### src/include/srwb_pkg.sv
// srwb_pkg: constants, field positions and carrier types for the state register
// write and store barrier unit.
// assumes a 32-bit integer unit with three-operand arithmetic instruction format.
package srwb_pkg;

	// instruction format
	localparam logic [1:0] SRWB_OP_ARITH = 2'h2;
	localparam logic [5:0] SRWB_OP3_WR_AUX = 6'h30;
	localparam logic [5:0] SRWB_OP3_WR_PSR = 6'h31;
	localparam logic [5:0] SRWB_OP3_WR_WIM = 6'h32;
	localparam logic [5:0] SRWB_OP3_WR_TBR = 6'h33;
	localparam logic [5:0] SRWB_OP3_RD_ANC = 6'h28;
	localparam logic [4:0] SRWB_BARRIER_SRC1 = 5'h0f;
	localparam logic [4:0] SRWB_ASR_IMPL_FIRST = 5'h10;
	localparam logic [4:0] SRWB_ASR_PRIV_FIRST = 5'h18;

	// state register fields, write masks and reset values
	localparam int SRWB_PSR_CWP_LSB = 0;
	localparam int SRWB_PSR_ET_BIT = 5;
	localparam int SRWB_PSR_S_BIT = 7;
	localparam int SRWB_PSR_PIL_LSB = 8;
	localparam logic [31:0] SRWB_PSR_WR_MASK = 32'h00f0_0fff;
	localparam logic [31:0] SRWB_PSR_RST = 32'h0000_0080;
	localparam logic [31:0] SRWB_TBR_WR_MASK = 32'hffff_f000;
	localparam logic [31:0] SRWB_TBR_RST = 32'h0000_0000;
	localparam logic [31:0] SRWB_WIM_RST = 32'h0000_0000;
	localparam logic [31:0] SRWB_Y_RST = 32'h0000_0000;
	localparam logic [31:0] SRWB_ASR_RST = 32'h0000_0000;

	// register map, byte addresses
	localparam logic [4:0] SRWB_OFS_CTRL = 5'h00;
	localparam logic [4:0] SRWB_OFS_STATUS = 5'h04;
	localparam logic [4:0] SRWB_OFS_PSR = 5'h08;
	localparam logic [4:0] SRWB_OFS_WIM = 5'h0c;
	localparam logic [4:0] SRWB_OFS_TBR = 5'h10;
	localparam logic [4:0] SRWB_OFS_Y = 5'h14;
	localparam int SRWB_CTRL_PSO_BIT = 0;
	localparam logic SRWB_CTRL_PSO_RST = 1'b0;

	// timing, counted in following instructions
	localparam int SRWB_WR_DELAY = 3;

	typedef enum logic [2:0] {
		SRWB_TGT_Y = 3'h0,
		SRWB_TGT_PSR = 3'h1,
		SRWB_TGT_WIM = 3'h2,
		SRWB_TGT_TBR = 3'h3,
		SRWB_TGT_ASR = 3'h4,
		SRWB_TGT_NONE = 3'h7
	} srwb_tgt_type;

	typedef enum logic [2:0] {
		SRWB_TRAP_NONE = 3'b001,
		SRWB_TRAP_ILLEGAL = 3'b010,
		SRWB_TRAP_PRIV = 3'b100
	} srwb_trap_type;

	typedef struct packed {
		logic [1:0] op;
		logic [4:0] rd;
		logic [5:0] op3;
		logic [4:0] rs1;
		logic imm_sel;
		logic [12:0] signed_imm_field;
	} srwb_instr_type;

	typedef struct packed {
		srwb_tgt_type tgt;
		logic [3:0] asr_idx;
		logic [31:0] value;
	} srwb_pend_type;

endpackage

### src/hdl/srwb_core.sv
// srwb_core: executes state register writes and the store barrier for the integer unit.
// assumes in-order instruction completion strobes from the pipeline, store issue and
// completion strobes from the store path, and an Avalon-MM master on the same clock.
`timescale 1ns/100ps

module srwb_core import srwb_pkg::*; #(
	parameter int WINDOW_COUNT = 8,
	parameter int WR_DELAY = SRWB_WR_DELAY,
	parameter bit PSO_SUPPORTED = 1'b1,
	parameter int ST_CNT_W = 4
) (
	// clock and reset
	input wire logic core_clk_i,
	input wire logic rst_i,
	// instruction completion from the pipeline
	input wire logic instr_valid_i,
	input wire logic [31:0] instr_i,
	input wire logic [31:0] src1_val_i,
	input wire logic [31:0] src2_val_i,
	// trap logic
	input wire logic trap_take_i,
	output logic trap_valid_o,
	output srwb_trap_type trap_code_o,
	// committed state and forwarded interrupt controls
	output logic [31:0] psr_o,
	output logic [31:0] wim_o,
	output logic [31:0] tbr_o,
	output logic [31:0] y_o,
	output logic int_et_o,
	output logic [3:0] int_pil_o,
	// store path
	input wire logic st_issue_i,
	input wire logic st_done_i,
	output logic st_hold_o,
	// avalon-mm slave
	input wire logic [4:0] avs_address_i,
	input wire logic avs_read_i,
	input wire logic avs_write_i,
	input wire logic [31:0] avs_writedata_i,
	input wire logic [3:0] avs_byteenable_i,
	output logic [31:0] avs_readdata_o,
	output logic avs_waitrequest_o
);

	localparam logic [1:0] DELAY_LOAD = 2'(WR_DELAY);
	localparam logic [4:0] CWP_LIMIT = 5'(WINDOW_COUNT);
	localparam logic [31:0] WIM_WR_MASK = 32'((64'h1 << WINDOW_COUNT) - 64'h1);

	srwb_instr_type ins;
	srwb_tgt_type tgt;
	logic is_wr;
	logic is_priv;
	logic priv_viol;
	logic cwp_bad;
	logic accept;
	logic barrier;
	logic [31:0] operand;
	logic [31:0] wval;
	logic [31:0] wmask;
	logic commit_now;
	srwb_pend_type pend_r;
	logic pend_valid_r;
	logic [1:0] pend_cnt_r;
	logic [31:0] psr_r;
	logic [31:0] wim_r;
	logic [31:0] tbr_r;
	logic [31:0] y_r;
	logic [31:0] asr_r [16];
	logic int_et_r;
	logic [3:0] int_pil_r;
	logic trap_valid_r;
	srwb_trap_type trap_code_r;
	logic pso_en_r;
	logic [ST_CNT_W-1:0] st_out_r;
	logic [ST_CNT_W-1:0] st_out_nxt;
	logic st_hold_r;
	logic wait_r;
	logic [31:0] rdata_r;
	logic req;

	// instruction decode and write value
	always_comb begin
		ins = srwb_instr_type'(instr_i);
		is_wr = 1'b0;
		tgt = SRWB_TGT_NONE;
		is_priv = 1'b0;
		if (ins.op == SRWB_OP_ARITH) begin
			case (ins.op3)
				SRWB_OP3_WR_AUX: begin
					is_wr = 1'b1;
					if (ins.rd == 5'h00) begin
						tgt = SRWB_TGT_Y;
					end else if (ins.rd >= SRWB_ASR_IMPL_FIRST) begin
						tgt = SRWB_TGT_ASR;
						is_priv = (ins.rd >= SRWB_ASR_PRIV_FIRST);
					end else begin
						tgt = SRWB_TGT_NONE; // reserved numbers do nothing
					end
				end
				SRWB_OP3_WR_PSR: begin
					is_wr = 1'b1;
					tgt = SRWB_TGT_PSR;
					is_priv = 1'b1;
				end
				SRWB_OP3_WR_WIM: begin
					is_wr = 1'b1;
					tgt = SRWB_TGT_WIM;
					is_priv = 1'b1;
				end
				SRWB_OP3_WR_TBR: begin
					is_wr = 1'b1;
					tgt = SRWB_TGT_TBR;
					is_priv = 1'b1;
				end
				default: begin
					is_wr = 1'b0;
				end
			endcase
		end
		// exclusive-or of first source with register or sign-extended immediate
		operand = ins.imm_sel ? {{19{ins.signed_imm_field[12]}}, ins.signed_imm_field}
			: src2_val_i;
		wval = src1_val_i ^ operand;
		case (tgt)
			SRWB_TGT_PSR: wmask = SRWB_PSR_WR_MASK;
			SRWB_TGT_WIM: wmask = WIM_WR_MASK;
			SRWB_TGT_TBR: wmask = SRWB_TBR_WR_MASK;
			default: wmask = 32'hffff_ffff;
		endcase
		priv_viol = instr_valid_i && is_wr && is_priv && !psr_r[SRWB_PSR_S_BIT];
		cwp_bad = (tgt == SRWB_TGT_PSR)
			&& (wval[SRWB_PSR_CWP_LSB +: 5] >= CWP_LIMIT);
		accept = instr_valid_i && is_wr && (tgt != SRWB_TGT_NONE) && !priv_viol && !cwp_bad;
		barrier = instr_valid_i && (ins.op == SRWB_OP_ARITH) && (ins.op3 == SRWB_OP3_RD_ANC)
			&& (ins.rs1 == SRWB_BARRIER_SRC1) && (ins.rd == 5'h00);
	end

	// a pending write commits after the chosen number of following instructions,
	// when a trap is taken, or when a newer write displaces it
	assign commit_now = pend_valid_r && ((pend_cnt_r == 2'h0)
		|| (instr_valid_i && !accept && (pend_cnt_r == 2'h1))
		|| trap_take_i
		|| accept);

	// pending write slot
	always_ff @(posedge core_clk_i or posedge rst_i) begin
		if (rst_i) begin
			pend_valid_r <= 1'b0;
			pend_cnt_r <= 2'h0;
			pend_r <= '{tgt: SRWB_TGT_NONE, asr_idx: 4'h0, value: 32'h0000_0000};
		end else if (accept) begin
			pend_valid_r <= 1'b1;
			pend_cnt_r <= DELAY_LOAD;
			pend_r <= '{tgt: tgt, asr_idx: ins.rd[3:0], value: wval & wmask};
		end else if (commit_now) begin
			pend_valid_r <= 1'b0;
		end else if (pend_valid_r && instr_valid_i && (pend_cnt_r != 2'h0)) begin
			pend_cnt_r <= pend_cnt_r - 2'h1;
		end
	end

	// processor state register, only writable fields change
	always_ff @(posedge core_clk_i or posedge rst_i) begin
		if (rst_i) begin
			psr_r <= SRWB_PSR_RST;
		end else if (commit_now && (pend_r.tgt == SRWB_TGT_PSR)) begin
			psr_r <= (psr_r & ~SRWB_PSR_WR_MASK) | pend_r.value;
		end
	end

	// window invalid mask, only implemented windows
	always_ff @(posedge core_clk_i or posedge rst_i) begin
		if (rst_i) begin
			wim_r <= SRWB_WIM_RST;
		end else if (commit_now && (pend_r.tgt == SRWB_TGT_WIM)) begin
			wim_r <= (wim_r & ~WIM_WR_MASK) | pend_r.value;
		end
	end

	// trap base register; the trap type field belongs to the trap logic
	always_ff @(posedge core_clk_i or posedge rst_i) begin
		if (rst_i) begin
			tbr_r <= SRWB_TBR_RST;
		end else if (commit_now && (pend_r.tgt == SRWB_TGT_TBR)) begin
			tbr_r <= (tbr_r & ~SRWB_TBR_WR_MASK) | pend_r.value;
		end
	end

	// multiply/divide auxiliary register, written by its own encoding only
	always_ff @(posedge core_clk_i or posedge rst_i) begin
		if (rst_i) begin
			y_r <= SRWB_Y_RST;
		end else if (commit_now && (pend_r.tgt == SRWB_TGT_Y)) begin
			y_r <= pend_r.value;
		end
	end

	// implementation ancillary registers 16..31
	always_ff @(posedge core_clk_i or posedge rst_i) begin
		if (rst_i) begin
			for (int k = 0; k < 16; k++) begin
				asr_r[k] <= SRWB_ASR_RST;
			end
		end else if (commit_now && (pend_r.tgt == SRWB_TGT_ASR)) begin
			asr_r[pend_r.asr_idx] <= pend_r.value;
		end
	end

	// trap-enable and level seen by interrupt acceptance follow a write at once;
	// a combined change may still let an old-level interrupt through
	always_ff @(posedge core_clk_i or posedge rst_i) begin
		if (rst_i) begin
			int_et_r <= SRWB_PSR_RST[SRWB_PSR_ET_BIT];
			int_pil_r <= SRWB_PSR_RST[SRWB_PSR_PIL_LSB +: 4];
		end else if (accept && (tgt == SRWB_TGT_PSR)) begin
			int_et_r <= wval[SRWB_PSR_ET_BIT];
			int_pil_r <= wval[SRWB_PSR_PIL_LSB +: 4];
		end else if (!(pend_valid_r && (pend_r.tgt == SRWB_TGT_PSR))) begin
			int_et_r <= psr_r[SRWB_PSR_ET_BIT];
			int_pil_r <= psr_r[SRWB_PSR_PIL_LSB +: 4];
		end
	end

	// trap report, one cycle after the offending instruction
	always_ff @(posedge core_clk_i or posedge rst_i) begin
		if (rst_i) begin
			trap_valid_r <= 1'b0;
			trap_code_r <= SRWB_TRAP_NONE;
		end else begin
			trap_valid_r <= priv_viol || (instr_valid_i && is_wr && cwp_bad);
			if (priv_viol) begin
				trap_code_r <= SRWB_TRAP_PRIV;
			end else if (instr_valid_i && is_wr && cwp_bad) begin
				trap_code_r <= SRWB_TRAP_ILLEGAL;
			end
		end
	end

	// outstanding store count
	always_comb begin
		st_out_nxt = st_out_r;
		if (st_issue_i && !st_done_i) begin
			st_out_nxt = st_out_r + ST_CNT_W'(1);
		end else if (st_done_i && !st_issue_i) begin
			st_out_nxt = st_out_r - ST_CNT_W'(1);
		end
	end

	always_ff @(posedge core_clk_i or posedge rst_i) begin
		if (rst_i) begin
			st_out_r <= '0;
		end else begin
			st_out_r <= st_out_nxt;
		end
	end

	// barrier stalls new store issue until all earlier stores completed
	always_ff @(posedge core_clk_i or posedge rst_i) begin
		if (rst_i) begin
			st_hold_r <= 1'b0;
		end else if (barrier && PSO_SUPPORTED && pso_en_r && (st_out_nxt != '0)) begin
			st_hold_r <= 1'b1;
		end else if (st_out_nxt == '0) begin
			st_hold_r <= 1'b0;
		end
	end

	// bus: request answered on the second edge, read data registered at the first
	assign req = avs_read_i || avs_write_i;

	always_ff @(posedge core_clk_i or posedge rst_i) begin
		if (rst_i) begin
			wait_r <= 1'b1;
		end else begin
			wait_r <= !(req && wait_r);
		end
	end

	always_ff @(posedge core_clk_i or posedge rst_i) begin
		if (rst_i) begin
			rdata_r <= 32'h0000_0000;
		end else if (avs_read_i && wait_r) begin
			case (avs_address_i)
				SRWB_OFS_CTRL: rdata_r <= {31'h0, pso_en_r};
				SRWB_OFS_STATUS: rdata_r <= {16'h0, 4'(st_out_r), 1'b0, pend_r.tgt,
					1'b0, pend_cnt_r, trap_code_r, st_hold_r, pend_valid_r};
				SRWB_OFS_PSR: rdata_r <= psr_r;
				SRWB_OFS_WIM: rdata_r <= wim_r;
				SRWB_OFS_TBR: rdata_r <= tbr_r;
				SRWB_OFS_Y: rdata_r <= y_r;
				default: rdata_r <= 32'h0000_0000;
			endcase
		end
	end

	// control register; partial store order mode switch
	always_ff @(posedge core_clk_i or posedge rst_i) begin
		if (rst_i) begin
			pso_en_r <= SRWB_CTRL_PSO_RST;
		end else if (avs_write_i && !wait_r && (avs_address_i == SRWB_OFS_CTRL)
			&& avs_byteenable_i[0]) begin
			pso_en_r <= avs_writedata_i[SRWB_CTRL_PSO_BIT];
		end
	end

	// outputs
	assign trap_valid_o = trap_valid_r;
	assign trap_code_o = trap_code_r;
	assign psr_o = psr_r; // committed value only
	assign wim_o = wim_r;
	assign tbr_o = tbr_r;
	assign y_o = y_r;
	assign int_et_o = int_et_r;
	assign int_pil_o = int_pil_r;
	assign st_hold_o = st_hold_r;
	assign avs_readdata_o = rdata_r;
	assign avs_waitrequest_o = wait_r;

endmodule

### config.mk
export PLATFORM = sky130hd
export DESIGN_NAME = srwb_core
export DESIGN_NICKNAME = d
export VERILOG_FILES = /design/src/include/srwb_pkg.sv /design/src/hdl/srwb_core.sv
export SDC_FILE = /design/constraint.sdc
export NUM_CORES = 1
export LEC_CHECK = 0
export BUFFER_PORTS_ARGS = -buffer_cell sky130_fd_sc_hd__clkbuf_2
export CORE_ASPECT_RATIO = 0.5
export CORE_MARGIN = 5
export CORE_UTILIZATION = 45
export CTS_BUF_LIST = sky130_fd_sc_hd__clkbuf_8 sky130_fd_sc_hd__clkbuf_16
export DETAILED_ROUTE_END_ITERATION = 8
export PLACE_DENSITY_LB_ADDON = 0.3
export SLEW_MARGIN = 25
export SYNTH_ARGS = -nofsm -noshare
export SYNTH_HDL_FRONTEND = slang
export SYNTH_SLANG_ARGS = --single-unit
### constraint.sdc
create_clock -name core_clk_i -period 18.15 [get_ports core_clk_i]
set_clock_uncertainty 0.2 [all_clocks]
set_input_delay 5.445 -clock core_clk_i [delete_from_list [all_inputs] [get_ports core_clk_i]]
set_output_delay 5.445 -clock core_clk_i [all_outputs]
set_load 0.05 [all_outputs]
# After elaboration in Yosys (flattened, before gate mapping)
# Index checks and enable logic that the tools add are counted.
dict set report totals {
  reg_bits 214
  latch_bits 0
  ramBits 0
  rom_bits 0
  out_inout_bits 171
  wordCells 137
  n_memories 0
}
dict set report classes {
  n_addsub 3
  mul 0
  n_div 0
  magnitude_cmp 3
  n_eq_ne 22
  n_shift 0
  mux 28
  n_bitwise 5
  n_reduce_logical 59
}
# operator count
set op_table {}
lappend op_table {{$pmux 32 s6} 1}
lappend op_table {{$pmux 32 s3} 1}
lappend op_table {{$or 32x32->32} 2}
lappend op_table {{$and 32x32->32} 1}
lappend op_table {{$logic_and 1x1->1} 32}
lappend op_table {{$mux 32} 1}
lappend op_table {{$or 12x32->32} 1}
lappend op_table {{$xor 32x32->32} 1}
lappend op_table {{$eq 6x6->1 const B} 5}
lappend op_table {{$mux 4} 4}
lappend op_table {{$eq 5x4->1 const B} 3}
lappend op_table {{$eq 3x2->1 const B} 4}
lappend op_table {{$mux 3} 4}
lappend op_table {{$pmux 3 s4} 1}
lappend op_table {{$mux 1} 11}
lappend op_table {{$eq 5x5->1 const B} 2}
lappend op_table {{$ge 5x5->1 const B} 2}
lappend op_table {{$logic_not 5->1} 2}
lappend op_table {{$reduce_bool 2->1} 5}
lappend op_table {{$logic_not 1->1} 8}
lappend op_table {{$mux 2} 4}
lappend op_table {{$eq 3x1->1 const B} 2}
lappend op_table {{$eq 5x3->1 const B} 1}
lappend op_table {{$ge 5x4->1 const B} 1}
lappend op_table {{16 further kinds} 21}

# Longest topological paths before layout
dict set report depth {
  ltp_word 19
  mapped_depth 9
}

# Least setup slack after synthesis
# No wires, ideal clock.
dict set report synth_timing {
  path_type {input -> register}
  startpoint {input instr_i[19]}
  endpoint {register psr_r[0], in the netlist psr_o[0]}
  setup_time_ps 128
  arrival_time_ps 7080
  required_time_ps 17822
  setup_slack_ps 10743
  stages 7
  n_path_buf 2
  path_cell_list {buf_2 -> or3_1 -> o211ai_2 -> o21ai_1 -> nand3_1 -> buf_4 -> mux2_1}
}
dict set report synth_between {
  elab_chain_cells 18
  word_cells_on_any_way 31
}
# element line_no
set synth_lines {}
lappend synth_lines {{start, declared} srwb_core.sv:17} ;# input wire logic [31:0] instr_i,
lappend synth_lines {{$eq 6x6->1} srwb_core.sv:88} ;# case (ins.op3)
lappend synth_lines {{$reduce_or 4->1 (no line)} --}
lappend synth_lines {{$mux 1} srwb_core.sv:88}
lappend synth_lines {{$mux 1} srwb_core.sv:87} ;# if (ins.op == SRWB_OP_ARITH) begin
lappend synth_lines {{$logic_and 1x1->1} {srwb_core.sv:130, srwb_core.sv:133}}
lappend synth_lines {{$logic_and 1x1->1 (2 in a row)} srwb_core.sv:130} ;# priv_viol = instr_valid_i && is_wr && is_priv && !psr_r[SRWB_PSR_S_BIT];
lappend synth_lines {{$logic_not 1->1} srwb_core.sv:133} ;# accept = instr_valid_i && is_wr && (tgt != SRWB_TGT_NONE) && !priv_viol && !cwp_bad;
lappend synth_lines {{$logic_and 1x1->1} srwb_core.sv:133}
lappend synth_lines {{$logic_and 1x1->1 (*)} srwb_core.sv:133}
lappend synth_lines {{$logic_not 1->1} srwb_core.sv:141} ;# || (instr_valid_i && !accept && (pend_cnt_r == 2'h1))
lappend synth_lines {{$logic_and 1x1->1 (2 in a row)} srwb_core.sv:141}
lappend synth_lines {{$logic_or 1x1->1} srwb_core.sv:141}
lappend synth_lines {{$logic_or 1x1->1} srwb_core.sv:142} ;# || trap_take_i
lappend synth_lines {{$logic_or 1x1->1 (*)} srwb_core.sv:143} ;# || accept);
lappend synth_lines {{$logic_and 1x1->1 (*)} srwb_core.sv:140} ;# assign commit_now = pend_valid_r && ((pend_cnt_r == 2'h0)
lappend synth_lines {{$logic_and 1x1->1 (*)} srwb_core.sv:166} ;# end else if (commit_now && (pend_r.tgt == SRWB_TGT_PSR)) begin
lappend synth_lines {{end signal, assigned} srwb_core.sv:167} ;# psr_r <= (psr_r & ~SRWB_PSR_WR_MASK) | pend_r.value;
lappend synth_lines {{end, declared} srwb_core.sv:64} ;# logic [31:0] psr_r;
# Every way passes the cells marked *; elsewhere a longest branch is shown, timed or not.
# A chain may end at the register's enable or synchronous reset.

# Worst setup path after layout
dict set report layout_timing {
  startpoint {input instr_i[13]}
  endpoint {register pend_r[38] in the netlist's numbering}
}
dict set report layout_between {
  elab_chain_cells 6
}
# element line_no
set layout_lines {}
lappend layout_lines {{$mux 32} srwb_core.sv:121} ;# operand = ins.imm_sel ? {{19{ins.signed_imm_field[12]}}, ins.signed_imm_field}
lappend layout_lines {{$xor 32x32->32} srwb_core.sv:123} ;# wval = src1_val_i ^ operand;
lappend layout_lines {{$ge 5x4->1} srwb_core.sv:132} ;# && (wval[SRWB_PSR_CWP_LSB +: 5] >= CWP_LIMIT);
lappend layout_lines {{$logic_and 1x1->1} srwb_core.sv:132}
lappend layout_lines {{$logic_not 1->1} srwb_core.sv:133}
lappend layout_lines {{$logic_and 1x1->1} srwb_core.sv:133}
lappend layout_lines {{end signal, assigned} srwb_core.sv:150} ;# pend_r <= '{tgt: SRWB_TGT_NONE, asr_idx: 4'h0, value: 32'h0000_0000};
lappend layout_lines {{end signal, assigned} srwb_core.sv:154} ;# pend_r <= '{tgt: tgt, asr_idx: ins.rd[3:0], value: wval & wmask};
lappend layout_lines {{end, declared} srwb_core.sv:61} ;# srwb_pend_type pend_r;
# No other way between the ends.

==> results.ini <==
[synth]
synth_edf_count = 0
post_synth_num_cell_types = 58
synth_area_leader_cell = sky130_fd_sc_hd__dfrtp_1
synth.most_common_cell = sky130_fd_sc_hd__dfrtp_1
yosys_warns = 0
synth_compound_gate_area_share_pct = 19.01
synth_ff_type = sky130_fd_sc_hd__dfrtp_1
synth-async-reset-ratio_pct = 100.0
synth_fp_nets = 941
ys_seq_area_share_pct = 55.68
post_synth_mux_area_share_pct = 11.65
synth_largest_type_area_fraction_pct = 54.05
largest_family_of_logic_cells_by_synthesized_area = compound AO/OA/AOI/OAI gates
synth-simple-area-share_pct = 6.652
synth_fa_ha_area_share_pct = 0.5197
syn_area_per_cell_sq_um = 12.16
xor_xnor_share_of_the_synthesized_area_pct = 3.365
synth.top_cells.by_count = sky130_fd_sc_hd__dfrtp_1 (208), sky130_fd_sc_hd__nand2_1 (75), sky130_fd_sc_hd__mux2_1 (61), sky130_fd_sc_hd__clkbuf_1 (39)
post_synth_inst_count = 792
netlist_area_sq_mm = 0.009630
synth.ff_latch_count = 214
synth_area_leaders = sky130_fd_sc_hd__dfrtp_1 (54%), sky130_fd_sc_hd__mux2_1 (7.1%), sky130_fd_sc_hd__a222oi_1 (3.3%)

[timing]
report.final.hold_viol_count = 0
setup_violations = 0
rsz0062_at_grt = no
tightestPinTransition_ps = 964.9
period_share_pct = 43.94
timing_max_transition_violations_final = 0
fmaxAchievable_mhz = 125.4
finalWorstPathRequiredPeriod_ps = 7974
slew-limit-headroom_pct = 35.67
setup-tns-final_ps = 0

[detailed_routing]
antenna_left = 0
dr.first_iter.drc_count = 777
vias_per_cell = 5.993
remaining_drc_errors = 0
postRouteWirelength_um = 31620
wl_per_cell_um = 23.67
detailed_router_iteration_count_before_antenna_repair = 7
overall_via_count_from_detail_route = 8006

[global_routing]
grt_overflow = 0
grt_antenna_before_repair = 0
grt_util_all_layers_pct = 24.94
wire_length_of_the_first_global_routing_pass_um = 48450
first_global_vias = 8238
largest_net_degree_at_the_start_of_global_routing = 136

[finish]
fillerInstances = 1808
areaGrowthSynthToFinish_pct = 24.87
n_antenna_cell = 0
fin_util_pct = 57.85
post_route_cells_drive_above_1_share_pct = 39.79
design.final.nets = 1199

[die]
core_sq_mm = 0.02079
die_width_um = 216.9
start_util_pct = 46.33
floorplan.die_area_sq_mm = 0.02460
die_h_um = 113.4
rows = 37
pin_count = 316

[cts]
latest_clock_arrival_within_the_worst_skew_pair_ps = 490
ctsRootBufferMaster = sky130_fd_sc_hd__clkbuf_16
post_cts_resize_count = 0
post_cts_buffers = 0
tritoncts_clock_tree = built
ctsHtreeMaxLevel = 1
numClockSinks = 214
max-clock-path-buffers = 3
cts_made_buffers = 20
path_clk_slew_ps = 70
hold_buf_count_cts = 0

[critical_path]
crit-reg2reg-capture = y_o[23]
setup.worst_path.start_class = input port
crit_arrival_ps = 8190
r2r_setup_slack_ps = 14710
cp-end-kind = flip-flop
worst_ep_required_time_ps = 18370
cp_max_fo = 38
reg2regPathDepth = 7
crit_path_start = instr_i[13]
worstSetupPathType = in2reg
worst_reg2reg_path_startpoint = pend_cnt_r[1]
timing.critical_path.to = pend_r[38]

[job]
timing.max_cap.violations = 0

[worst_hold_path]
worst_hold_path_type = reg2reg

[placed_design]
io_buffers = 281
hpwlAfterDp_um = 21490
last_weighted_congestion_value_of_the_routability_driven_placer = 0.8290

[pwr]
p_per_area_mw_per_mm2 = 85.20
total_leakage_power_nw = 6.371
power.ir.vdd_worst_mv = 0.04263

[outcome]
outcome = finished clean

-- final cells by class --
type	count	area, sq um	area share, %
sequential	214	5363	44.59
multi-input combinational	508	4039	33.59
clock buffer	24	566.8	4.713
clock inverter	11	106.4	0.8844
timing repair buffer	295	1555	12.93
inverter	11	53.80	0.4474
tap	273	341.6	2.840
-- metal layers --
metal	track usage [%]	vias up	share of wire (%)
met5	0	-	0
met4	6.773	0	2.1
met1	32.97	4184	42
li1	-	3487	-
met2	42.78	286	49
met3	4.800	49	6.8
-- through the flow --
| step | area (sq um) | total power [mW] | hold WS, ps | setup WS, ps | cells |
|---|---|---|---|---|---|
| final | 12030 | 1.025 | 299.0 | 10180 | 1336 |
| after global routing | 12030 | 1.061 | 314.3 | 10040 | 1336 |
| after CTS | 11960 | 1.030 | 300.9 | 10210 | 1334 |
| after detailed placement | 11290 | 0.5931 | 285.9 | 9682 | 1299 |
| after global placement | 11290 | 0.5896 | 271.6 | 9681 | 1299 |
| after floorplan | 9630 | 0.5554 | 267.1 | 6664 | 792 |
-- state kept, by name (all words and copies together), names as in the netlist --
signal             cells
tbr_o                 32
st_hold_o              1
trap_valid_o           1
avs_readdata_o        32
int_pil_o              4
int_et_o               1
wim_o                 32
trap_code_o            3
pend_r                35
psr_o                 32
st_out_r               4
pend_valid_r           1
y_o                   32
avs_waitrequest_o      1
pso_en_r               1
pend_cnt_r             2
-- worst min path at each step --
stage | start | end | slack, ps | cells past startpoint
4_1_cts | wim_o[12] | wim_o[12] | 300 | 1
6_report | psr_o[16] | psr_o[16] | 300 | 1
5_1_grt | wim_o[12] | wim_o[12] | 310 | 1
3_5_place_dp | wim_o[12] | wim_o[12] | 290 | 1
2_1_floorplan | st_out_r[3] | st_out_r[3] | 270 | 1
3_3_place_gp | avs_waitrequest_o | avs_waitrequest_o | 270 | 1
-- power by group --
part	switching [mW]	leakage (nW)	internal, mW	total, mW
clock network	0.188	0.347	0.251	0.439
logic	0.0567	3.08	0.0298	0.0865
registers	0.0121	2.95	0.486	0.499
-- cell families (layout without fill, tap and decap cells) --
kind of cell | count (synthesis) | after routing
simple gates | 130 | 130
xor+xnor | 37 | 37
compound gates | 236 | 236
fa+ha+maj | 4 | 4
mux | 101 | 101
buf+inv | 70 | 341
flops | 214 | 214
-- layout by cell type, fill, tap and decap left out, types with 7 or more instances in the layout --
cell | Yosys | final
sky130_fd_sc_hd__a21oi_1 | 22 | 22
sky130_fd_sc_hd__a222oi_1 | 32 | 32
sky130_fd_sc_hd__a22o_1 | 32 | 32
sky130_fd_sc_hd__a22oi_1 | 15 | 15
sky130_fd_sc_hd__a31o_1 | 19 | 19
sky130_fd_sc_hd__a31o_2 | 34 | 34
sky130_fd_sc_hd__buf_4 | 1 | 11
sky130_fd_sc_hd__clkbuf_16 | 0 | 21
sky130_fd_sc_hd__clkbuf_2 | 0 | 281
sky130_fd_sc_hd__dfrtp_1 | 208 | 208
sky130_fd_sc_hd__inv_1 | 11 | 12
sky130_fd_sc_hd__mux2_1 | 61 | 61
sky130_fd_sc_hd__mux2_2 | 28 | 28
sky130_fd_sc_hd__mux2i_1 | 12 | 12
sky130_fd_sc_hd__nand2_1 | 75 | 74
sky130_fd_sc_hd__o21ai_0 | 34 | 34
sky130_fd_sc_hd__o21ai_1 | 20 | 19
sky130_fd_sc_hd__o31ai_1 | 7 | 7
sky130_fd_sc_hd__o31ai_2 | 9 | 9
sky130_fd_sc_hd__xnor2_1 | 21 | 21
sky130_fd_sc_hd__xor2_1 | 16 | 16
-- critical path, stage by stage --
cell and delay [ps]:
sky130_fd_sc_hd__clkbuf_2 390, sky130_fd_sc_hd__mux2i_1 160, sky130_fd_sc_hd__xnor2_1 380, sky130_fd_sc_hd__o21a_1 190, sky130_fd_sc_hd__buf_4 390, sky130_fd_sc_hd__or2_2 830, sky130_fd_sc_hd__mux2_1 380
(Power assumes the default switching activity.)
